$ cat src/hdl/watchdog_pkg.sv
// Package with register map, field layout and constants of the keyed watchdog
package watchdog_pkg;
   localparam logic [3:0] expiry_mode_offset = 4'h0;
   localparam logic [3:0] tick_config_offset = 4'h4;
   localparam logic [3:0] restart_control_offset = 4'h8;
   localparam logic [3:0] expiry_status_offset = 4'hc;
   localparam logic [3:0] irq_enable_offset = 4'h0;
   localparam logic [3:0] irq_clear_offset = 4'h4;
   localparam logic [11:0] mode_write_key = 12'h234;
   localparam logic [8:0] tick_config_write_key = 9'h06e;
   localparam logic [15:0] restart_key = 16'hc071;
   localparam int timer_enable_pos = 0;
   localparam int reset_on_expiry_pos = 1;
   localparam int interrupt_on_expiry_pos = 2;
   localparam int pin_pulse_on_expiry_pos = 3;
   localparam logic [11:0] preload_low_bits = 12'hfff;
   localparam logic [3:0] mode_reset = 4'h0;
   localparam logic [5:0] tick_config_reset = 6'h00;
   localparam int pin_pulse_cycles = 8;
   localparam int div_32_log = 5;
   localparam int div_128_log = 7;
   localparam int div_1024_log = 10;
   localparam int div_4096_log = 12;
endpackage

$ cat src/hdl/keyed_watchdog_timer.sv
// Keyed watchdog timer with APB register slave and expiry outputs
//
// Added by the designer: register access over APB.
`timescale 1ns/1ns

// Contract
// - 16-bit counter decrements on each selected tick while enabled.
// - Tick sources are master clock divided by 32, 128, 1024, 4096.
// - Select field bits 1:0 of tick config picks the divider.
// - Restart loads 0xFFF low and preload high nibble into bits 15:12.
// - Disabled timer produces no outputs; enabled drives only enabled outputs.
// - Overflow with reset enable raises internal reset request.
// - Overflow with interrupt enable pulses the interrupt line.
// - Overflow with pin enable drives expiry pin low for 8 cycles.
// - Mode and tick config updates need the key in the same write.
// - Mode write accepted only with key 0x234 in bits 15:4; key reads zero.
// - Tick config write accepted only with key 0x06E in bits 15:7; reads zero.
// - Writing 0xC071 to restart register restarts counter; others ignored.
// - Overflow flag set on overflow, cleared by restart or reset.
// - Watchdog comes out of reset disabled.
module keyed_watchdog_timer
   import watchdog_pkg::*;
(
   input wire logic pclk,
   input wire logic presetn,
   input wire logic psel,
   input wire logic penable,
   input wire logic pwrite,
   input wire logic [4:0] paddr,
   input wire logic [31:0] pwdata,
   output logic [31:0] prdata,
   output logic pready,
   output logic pslverr,
   output logic internal_reset_request,
   output logic expiry_interrupt_line,
   output logic expiry_pin_n,
   output logic irq
);

   logic [3:0] mode;
   logic [5:0] tick_config;
   logic [15:0] count;
   logic [11:0] prescale;
   logic [11:0] next_prescale;
   logic expiry_flag;
   logic irq_enable;
   logic irq_status;
   logic [3:0] pin_count;
   logic tick;
   logic expire;
   logic restart;
   logic wr;
   logic rd;
   logic bank;

   // Write decoded in access phase, read in setup phase; upper address bit selects the interrupt bank
   assign wr = psel && penable && pwrite;
   assign rd = psel && !penable && !pwrite;
   assign bank = paddr[4];
   assign next_prescale = prescale + 12'h001;

   // Tick when the prescaler wraps at the selected divider
   function automatic logic tick_at(input logic [11:0] p, input logic [1:0] sel);
      logic hit;
      hit = 1'b0;
      unique case (sel)
         2'b00: hit = (p[div_32_log-1:0] == '1);
         2'b01: hit = (p[div_128_log-1:0] == '1);
         2'b10: hit = (p[div_1024_log-1:0] == '1);
         2'b11: hit = (p[div_4096_log-1:0] == '1);
      endcase
      return hit;
   endfunction

   assign tick = tick_at(prescale, tick_config[1:0]);
   assign restart = wr && !bank && paddr[3:0] == restart_control_offset
      && pwdata[15:0] == restart_key;
   assign expire = mode[timer_enable_pos] && tick && count == 16'h0000 && !restart;

   // Free running prescaler from the master clock
   always_ff @(posedge pclk or negedge presetn) begin
      if (!presetn) begin
         prescale <= 12'h000;
      end else begin
         prescale <= next_prescale;
      end
   end

   // Keyed mode register write
   always_ff @(posedge pclk or negedge presetn) begin
      if (!presetn) begin
         mode <= mode_reset;
      end else if (wr && !bank && paddr[3:0] == expiry_mode_offset
            && pwdata[15:4] == mode_write_key) begin
         mode <= pwdata[3:0];
      end
   end

   // Keyed tick configuration write
   always_ff @(posedge pclk or negedge presetn) begin
      if (!presetn) begin
         tick_config <= tick_config_reset;
      end else if (wr && !bank && paddr[3:0] == tick_config_offset
            && pwdata[15:7] == tick_config_write_key) begin
         tick_config <= pwdata[5:0];
      end
   end

   // Down counter with restart preload
   always_ff @(posedge pclk or negedge presetn) begin
      if (!presetn) begin
         count <= {4'hf, preload_low_bits};
      end else if (restart) begin
         count <= {tick_config[5:2], preload_low_bits};
      end else if (mode[timer_enable_pos] && tick) begin
         count <= count - 16'h0001;
      end
   end

   // Overflow flag, restart clears it and masks an overflow in the same cycle
   always_ff @(posedge pclk or negedge presetn) begin
      if (!presetn) begin
         expiry_flag <= 1'b0;
      end else if (expire) begin
         expiry_flag <= 1'b1;
      end else if (restart) begin
         expiry_flag <= 1'b0;
      end
   end

   // Reset request and interrupt pulses, one cycle per overflow
   always_ff @(posedge pclk or negedge presetn) begin
      if (!presetn) begin
         internal_reset_request <= 1'b0;
         expiry_interrupt_line <= 1'b0;
      end else begin
         internal_reset_request <= expire && mode[reset_on_expiry_pos];
         expiry_interrupt_line <= expire && mode[interrupt_on_expiry_pos];
      end
   end

   // Expiry pin held low for a fixed number of cycles
   always_ff @(posedge pclk or negedge presetn) begin
      if (!presetn) begin
         pin_count <= 4'h0;
         expiry_pin_n <= 1'b1;
      end else if (expire && mode[pin_pulse_on_expiry_pos]) begin
         pin_count <= 4'(pin_pulse_cycles - 1);
         expiry_pin_n <= 1'b0;
      end else if (pin_count != 4'h0) begin
         pin_count <= pin_count - 4'h1;
         expiry_pin_n <= 1'b0;
      end else begin
         expiry_pin_n <= 1'b1;
      end
   end

   // Sticky interrupt status, enable and clear; set beats clear
   always_ff @(posedge pclk or negedge presetn) begin
      if (!presetn) begin
         irq_enable <= 1'b0;
         irq_status <= 1'b0;
      end else begin
         if (wr && bank && paddr[3:0] == irq_enable_offset) begin
            irq_enable <= pwdata[0];
         end
         if (expire) begin
            irq_status <= 1'b1;
         end else if (wr && bank && paddr[3:0] == irq_clear_offset && pwdata[0]) begin
            irq_status <= 1'b0;
         end
      end
   end

   // Level interrupt output
   always_ff @(posedge pclk or negedge presetn) begin
      if (!presetn) begin
         irq <= 1'b0;
      end else begin
         irq <= irq_status && irq_enable;
      end
   end

   // Read data captured in setup, ready in access; keys read as zero
   always_ff @(posedge pclk or negedge presetn) begin
      if (!presetn) begin
         prdata <= 32'h00000000;
         pready <= 1'b0;
         pslverr <= 1'b0;
      end else begin
         pready <= psel && !penable;
         pslverr <= psel && !penable && (bank ? paddr[3] : 1'b0);
         if (rd) begin
            prdata <= 32'h00000000;
            if (!bank) begin
               unique case (paddr[3:0])
                  expiry_mode_offset: prdata <= {28'h0, mode};
                  tick_config_offset: prdata <= {26'h0, tick_config};
                  expiry_status_offset: prdata <= {31'h0, expiry_flag};
                  default: prdata <= 32'h00000000;
               endcase
            end else begin
               unique case (paddr[3:0])
                  irq_enable_offset: prdata <= {31'h0, irq_enable};
                  4'h8: prdata <= {31'h0, irq_status};
                  default: prdata <= 32'h00000000;
               endcase
            end
         end
      end
   end

endmodule

$ cat config.mk
export PLATFORM = sky130hd
export DESIGN_NAME = keyed_watchdog_timer
export DESIGN_NICKNAME = d
export VERILOG_FILES = /design/src/hdl/watchdog_pkg.sv /design/src/hdl/keyed_watchdog_timer.sv
export SDC_FILE = /design/constraint.sdc
export NUM_CORES = 1
export LEC_CHECK = 0
export BUFFER_PORTS_ARGS = -buffer_cell sky130_fd_sc_hd__buf_2
export CELL_PAD_IN_SITES_DETAIL_PLACEMENT = 2
export CELL_PAD_IN_SITES_GLOBAL_PLACEMENT = 2
export CORE_MARGIN = 5
export CORE_UTILIZATION = 33
export CTS_CLUSTER_SIZE = 24
export DETAILED_ROUTE_END_ITERATION = 10
export PLACE_DENSITY = 0.92
export SLEW_MARGIN = 20
export SYNTH_ARGS = -nofsm -noshare
export SYNTH_HDL_FRONTEND = slang
export SYNTH_SLANG_ARGS = --single-unit
$ cat constraint.sdc
create_clock -name pclk -period 2.7 [get_ports pclk]
set_clock_uncertainty 0.2 [all_clocks]
set_input_delay 0.27 -clock pclk [delete_from_list [all_inputs] [get_ports pclk]]
set_output_delay 0.27 -clock pclk [all_outputs]
set_load 0.1 [all_outputs]
---- After elaboration in Yosys (flattened, before gate mapping) ----
Index checks and enable logic that the tools add are counted.
cells by class
  reduce and logical (&&, ||, !) cells .... 35
  add/subtract/negate cells ............... 3
  muxes and demuxes ....................... 15
  equal/unequal tests ..................... 13
operators with widths
  operator                                                               number
  16-bit two-way mux                                                     2
  32-bit two-way mux                                                     1
  1-bit logical AND                                                      23
  6-bit case mux with 3 select lines                                     1
  16-bit == test (second input constant)                                 1
  16-bit logical NOT                                                     1
  16-bit by 1-bit subtractor with 16-bit output (second input constant)  1
  12-bit by 1-bit adder with 12-bit output (second input constant)       1
  12-bit by 10-bit == test with 1-bit output (second input constant)     1
  12-bit == test (second input constant)                                 1
  10-bit == test (second input constant)                                 1
  9-bit by 7-bit == test with 1-bit output (second input constant)       1
  4-bit == test (second input constant)                                  2
  4-bit two-way mux                                                      2
  2-bit nonzero test                                                     4
  7-bit == test (second input constant)                                  1
  1-bit two-way mux                                                      7
  5-bit == test (second input constant)                                  1
  2-bit == test (second input constant)                                  2
  4-bit by 3-bit == test with 1-bit output (second input constant)       1
  1-bit logical NOT                                                      4
  4-bit logical NOT                                                      1
  1-bit case mux with 4 select lines                                     1
  4-bit nonzero test                                                     1
  other kinds (4)                                                        4
storage, ports and cells
  register bits ........................... 83

---- Longest topological paths before layout ----
  depth in word-level cells ............... 9
  gate-level depth with buffers ........... 9

---- Least setup slack after synthesis ----
OpenSTA, ideal clock, no wires.
  path type ............................... register to register
  start point ............................. reg prescale[0]
  end point ............................... reg count[8]
  arrival time ............................ 2.127 ns
  path buffers ............................ 0
  cell stages (with the launch flop) ...... 9
  setup slack ............................. 0.308 ns
  cell sequence ........................... dfrtp_1 -> ha_1 -> and3_1 -> ha_1 -> nor3_1 -> a221oi_2 -> nand3_1 -> or4_2 -> nand3_1
between the ends
  word-level cells in the longest chain between the ends .. 4
  elaborated cells on any way between the ends .. 7
  those cells by class .................... 4 x eq/ne; 1 x mux; 2 x reduce/logical
RTL lines
  what                                          line                         text
  from (decl)                                   keyed_watchdog_timer.sv:43   logic [11:0] prescale;
  from (signal assigned)                        keyed_watchdog_timer.sv:85   prescale <= next_prescale;
  12-bit == test, or another cell as far along  keyed_watchdog_timer.sv:70   2'b11: hit = (p[div_4096_log-1:0] == '1);
  1-bit case mux with 4 select lines *          keyed_watchdog_timer.sv:66   unique case (sel)
  1-bit logical AND *                           keyed_watchdog_timer.sv:115  end else if (mode[timer_enable_pos] && tick) begin
  2-bit nonzero test (no source line) *         -
  to (signal assigned)                          keyed_watchdog_timer.sv:112  count <= {4'hf, preload_low_bits};
  to (signal assigned)                          keyed_watchdog_timer.sv:114  count <= {tick_config[5:2], preload_low_bits};
  to (signal assigned)                          keyed_watchdog_timer.sv:116  count <= count - 16'h0001;
  to (decl)                                     keyed_watchdog_timer.sv:42   logic [15:0] count;
Mark *: on every way between the ends. The rest lies on a longest branch, timed or not.
A chain may end at the register's enable or synchronous reset.

---- Worst setup path after layout ----
  start point ............................. reg prescale[0]
  end point ............................... reg pin_count[3]
between the ends
  word-level cells in the longest chain between the ends .. 7
  elaborated cells on any way between the ends .. 11
  those cells by class .................... 4 x eq/ne; 2 x mux; 5 x reduce/logical
RTL lines
  what                                                            line                         text
  12-bit == test, or another cell as far along                    keyed_watchdog_timer.sv:70
  1-bit case mux with 4 select lines *                            keyed_watchdog_timer.sv:66
  1-bit logical AND * (3 in series)                               keyed_watchdog_timer.sv:78   assign expire = mode[timer_enable_pos] && tick && count == 16'h0000 && !restart;
  1-bit logical AND *                                             keyed_watchdog_timer.sv:147  end else if (expire && mode[pin_pulse_on_expiry_pos]) begin
  4-bit two-way mux / 2-bit nonzero test (equally long branches)  -
  to (signal assigned)                                            keyed_watchdog_timer.sv:148  pin_count <= 4'(pin_pulse_cycles - 1);
  to (signal assigned)                                            keyed_watchdog_timer.sv:151  pin_count <= pin_count - 4'h1;
  to (decl)                                                       keyed_watchdog_timer.sv:48   logic [3:0] pin_count;
Marked as above.

==> impl_metrics.yaml <==
yosys:
  muxShareOfSynthArea: 0.06909
  synthTopCellsByArea: "dfrtp_1 33%, dfstp_2 15%, buf_4 6.5%"
  synth-edff-count: 0
  ys.flop_type: "dfrtp_1"
  synth_cells: 286
  ys_ff_latch: 57
  yosys_warnings: 0
  ys_async_sr_fraction: 1.000
  syn-cell-area_um2: 3024
  syn_area_per_cell_um2: 10.57
  synth_top_family_by_area: "simple AND/OR/NAND/NOR gates"
  synth_fa_ha_area_frac: 0.02069
  synth-simple-area-share: 0.2288
  synth_compound_area_frac: 0.05627
  yosys.area_share.xor_xnor: 0.06082
  yosysUniqueCellTypes: 50
  synth_top_area_share: 0.3310
  yosysTopAreaCell: "dfrtp_1"
  ys_seq_area_frac: 0.4787
finish:
  fin_cells: 459
  syn2layout_area_growth_pct: 19.03
  drive_gt1_frac: 0.3190
  diodes: 0
  num-nets-final: 390
  most-common-layout-cells: "40 x dfrtp_1, 37 x buf_2, 26 x nand2_1, 26 x conb_1, 17 x dfstp_2"
  layout_commonest_cell: "dfrtp_1"
  final_cell_area_um2: 3600
detailed_routing:
  avgRoutedWirePerCell_um: 19.17
  first_pass_iters: 4
  drc_errors: 0
  vias_per_cell: 5.163
  vias: 2370
  wirelength_um: 8800
  drt_iter0_markers: 56
  ant_nets: 0
timing:
  finalCritPeriodShare: 0.9303
  final-max-slew-violation-count: 0
  setup_tns_ps: 0
  fin_crit_ps: 2512
  fmax_mhz: 398.1
  hold_viol_final: 0
  relSlewSlack: 0.5787
  rsz0062_at_grt: "false"
  setup_viol_count_final: 0
  worst_pin_slew_ps: 627.1
setup_path:
  worstPathArrival_ps: 2530
  cp_max_fo: 8
  reg2reg_slack_ps: 190
  required_ps: 2720
  end_kind: "flop"
  crit_slowest_cell: "dfrtp_1"
  r2r-end: "pin_count[3]"
  r2r-start: "prescale[0]"
  reg2reg_depth: 10
  slowest_delay_ps: 390
  start_kind: "flop"
  criticalPathCategory: "flop to flop"
  crit_top_cell: "ha_2"
  crit_chain: "ha_2 > and3_4 > ha_2 > nor3_1 > a221oi_2 > nand3_1 > buf_4 > nor4b_4 > buf_6 > a21oi_1"
placed_design:
  post-place-cells: 436
  place_area_um2: 3301
  hpwl_um: 6463
  gp_congestion: 0.7512
  port_buffers: 37
floorplanning:
  core_area_um2: 9065
  io_pins: 80
  initial_core_util: 0.3336
  die_area_um2: 11180
  fp.dieH_um: 105.7
  placementRows: 35
  die_w_um: 105.7
grt:
  grt_max_degree: 35
  first_global_vias: 2809
  grt_usage: 0.1662
  grt.overflow.total: 0
  antenna_found_initial: 0
  grt_first_pass_wirelength_um: 14500
hold_path:
  holdPathStages: 2
  hold_end: "tick_config[4]"
  worstHoldStart: "pwdata[4]"
  min_path_type: "primary input to flop"
status:
  status: "completed"
clocking:
  numCtsBuffers: 9
  root_buffer: "clkbuf_8"
  cts_sinks: 57
  clk-insertion-delay-late_ps: 340
  clk_pin_slew_ps: 70
  clockBufferDepth: 2
  tritoncts: "yes"
  cts_max_level: 3
power:
  p_total_uw: 2004
  p_leak_uw: 0.001635
  powerDensity_nw_per_um2: 556.7
  ir_worst_vdd_mv: 0.2127
run:
  cap_violations: 0
[power by group]
group / total [uW] / leakage (uW) / internal [uW] / switching (uW)
Combinational: 266 / 0.000819 / 33.6 / 232
Sequential: 864 / 0.000716 / 860 / 3.28
Clock: 874 / 0.0000995 / 518 / 356
Total: 2000 / 0.00163 / 1410 / 591
[flip-flops by register name, indices dropped and copies added (netlist names), 4 cells and up]
name,cells
prescale,12
count,16
prdata,6
mode,4
pin_count,4
tick_config,6
[what timing repair did]
item,4_1_cts,5_1_grt
endpoints found under the setup margin,2,11
endpoints found under the hold margin,16,0
setup buffers,0,2
hold buffers,5,0
pin swaps,0,2
resized for setup,1,5
[worst max path at each step]
| stage | start | endpoint | slack [ps] | cells after the start |
|---|---|---|---|---|
| after CTS | prescale[0] | count[15] | 80 | 9 |
| final | prescale[0] | pin_count[3] | 190 | 10 |
| after floorplan | prescale[0] | count[8] | 310 | 8 |
| after global routing | prescale[0] | internal_reset_request | 1 | 10 |
| after global placement | prescale[0] | count[15] | 290 | 9 |
| after detailed placement | prescale[0] | count[7] | 70 | 9 |
[synth_stat cells (all sizes together), types with 3 or more instances]
cell	instances
nand2b	4
and3	5
clkbuf	6
buf	27
or3	4
nor2	13
dfstp	17
nor4	6
ha	5
or4	4
inv	7
nand4	11
xor2	13
o21ai	8
xnor2	8
nor2b	3
nor4b	4
nor3	8
nand2	26
and2	6
dfrtp	40
mux2i	4
a21o	4
a21oi	5
nand3	13
mux2	15
[routing by layer]
metal  vias to the layer above  global-route usage  part of all wire
met4                         0             0.06198             0.022
met5                         -                   0                 0
met3                        19             0.04776             0.039
li1                       1075                   -                 -
met1                      1217              0.1780              0.39
met2                        59              0.3074              0.55
[cells by family (layout without fill, tap and decap cells)]
kind of cell | after synthesis | count (layout)
AOI/OAI and AO/OA | 25 | 25
muxes | 19 | 19
DFF | 57 | 57
and+or+nand+nor | 118 | 118
xor gates and xnor gates | 21 | 21
buffers and inverters | 40 | 77
other | 1 | 26
adders and majority gates | 5 | 5
[worst max-delay path, delay by kind of cell (launching register included)]
family | cells | cell delay (ps)
AOI/OAI and AO/OA | 2 | 340
adders and majority gates | 2 | 380
buffers and inverters | 2 | 370
DFF | 1 | 390
and+or+nand+nor | 4 | 700
[final cells by class]
| class | count | area (um^2) |
|---|---|---|
| sequential | 57 | 1448 |
| multi-input combinational | 214 | 1430 |
| fill | 973 | 5465 |
| clock buffer | 11 | 131.4 |
| timing repair buffer | 54 | 345.3 |
| inverter | 7 | 26.28 |
| tap | 111 | 138.9 |
| clock inverter | 5 | 80.08 |
[stage by stage]
step | utilization | hold slack (ps) | setup WS [ps]
5_1_grt | 0.3971 | 26.24 | 1.376
3_3_place_gp | 0.3641 | 96.28 | 288.5
4_1_cts | 0.3935 | 5.375 | 82.62
3_5_place_dp | 0.3641 | 112.6 | 71.06
6_report | 0.3971 | 17.83 | 188.2
2_1_floorplan | - | -225.6 | 308.2
Note: power is estimated with default switching activity, not from simulation.
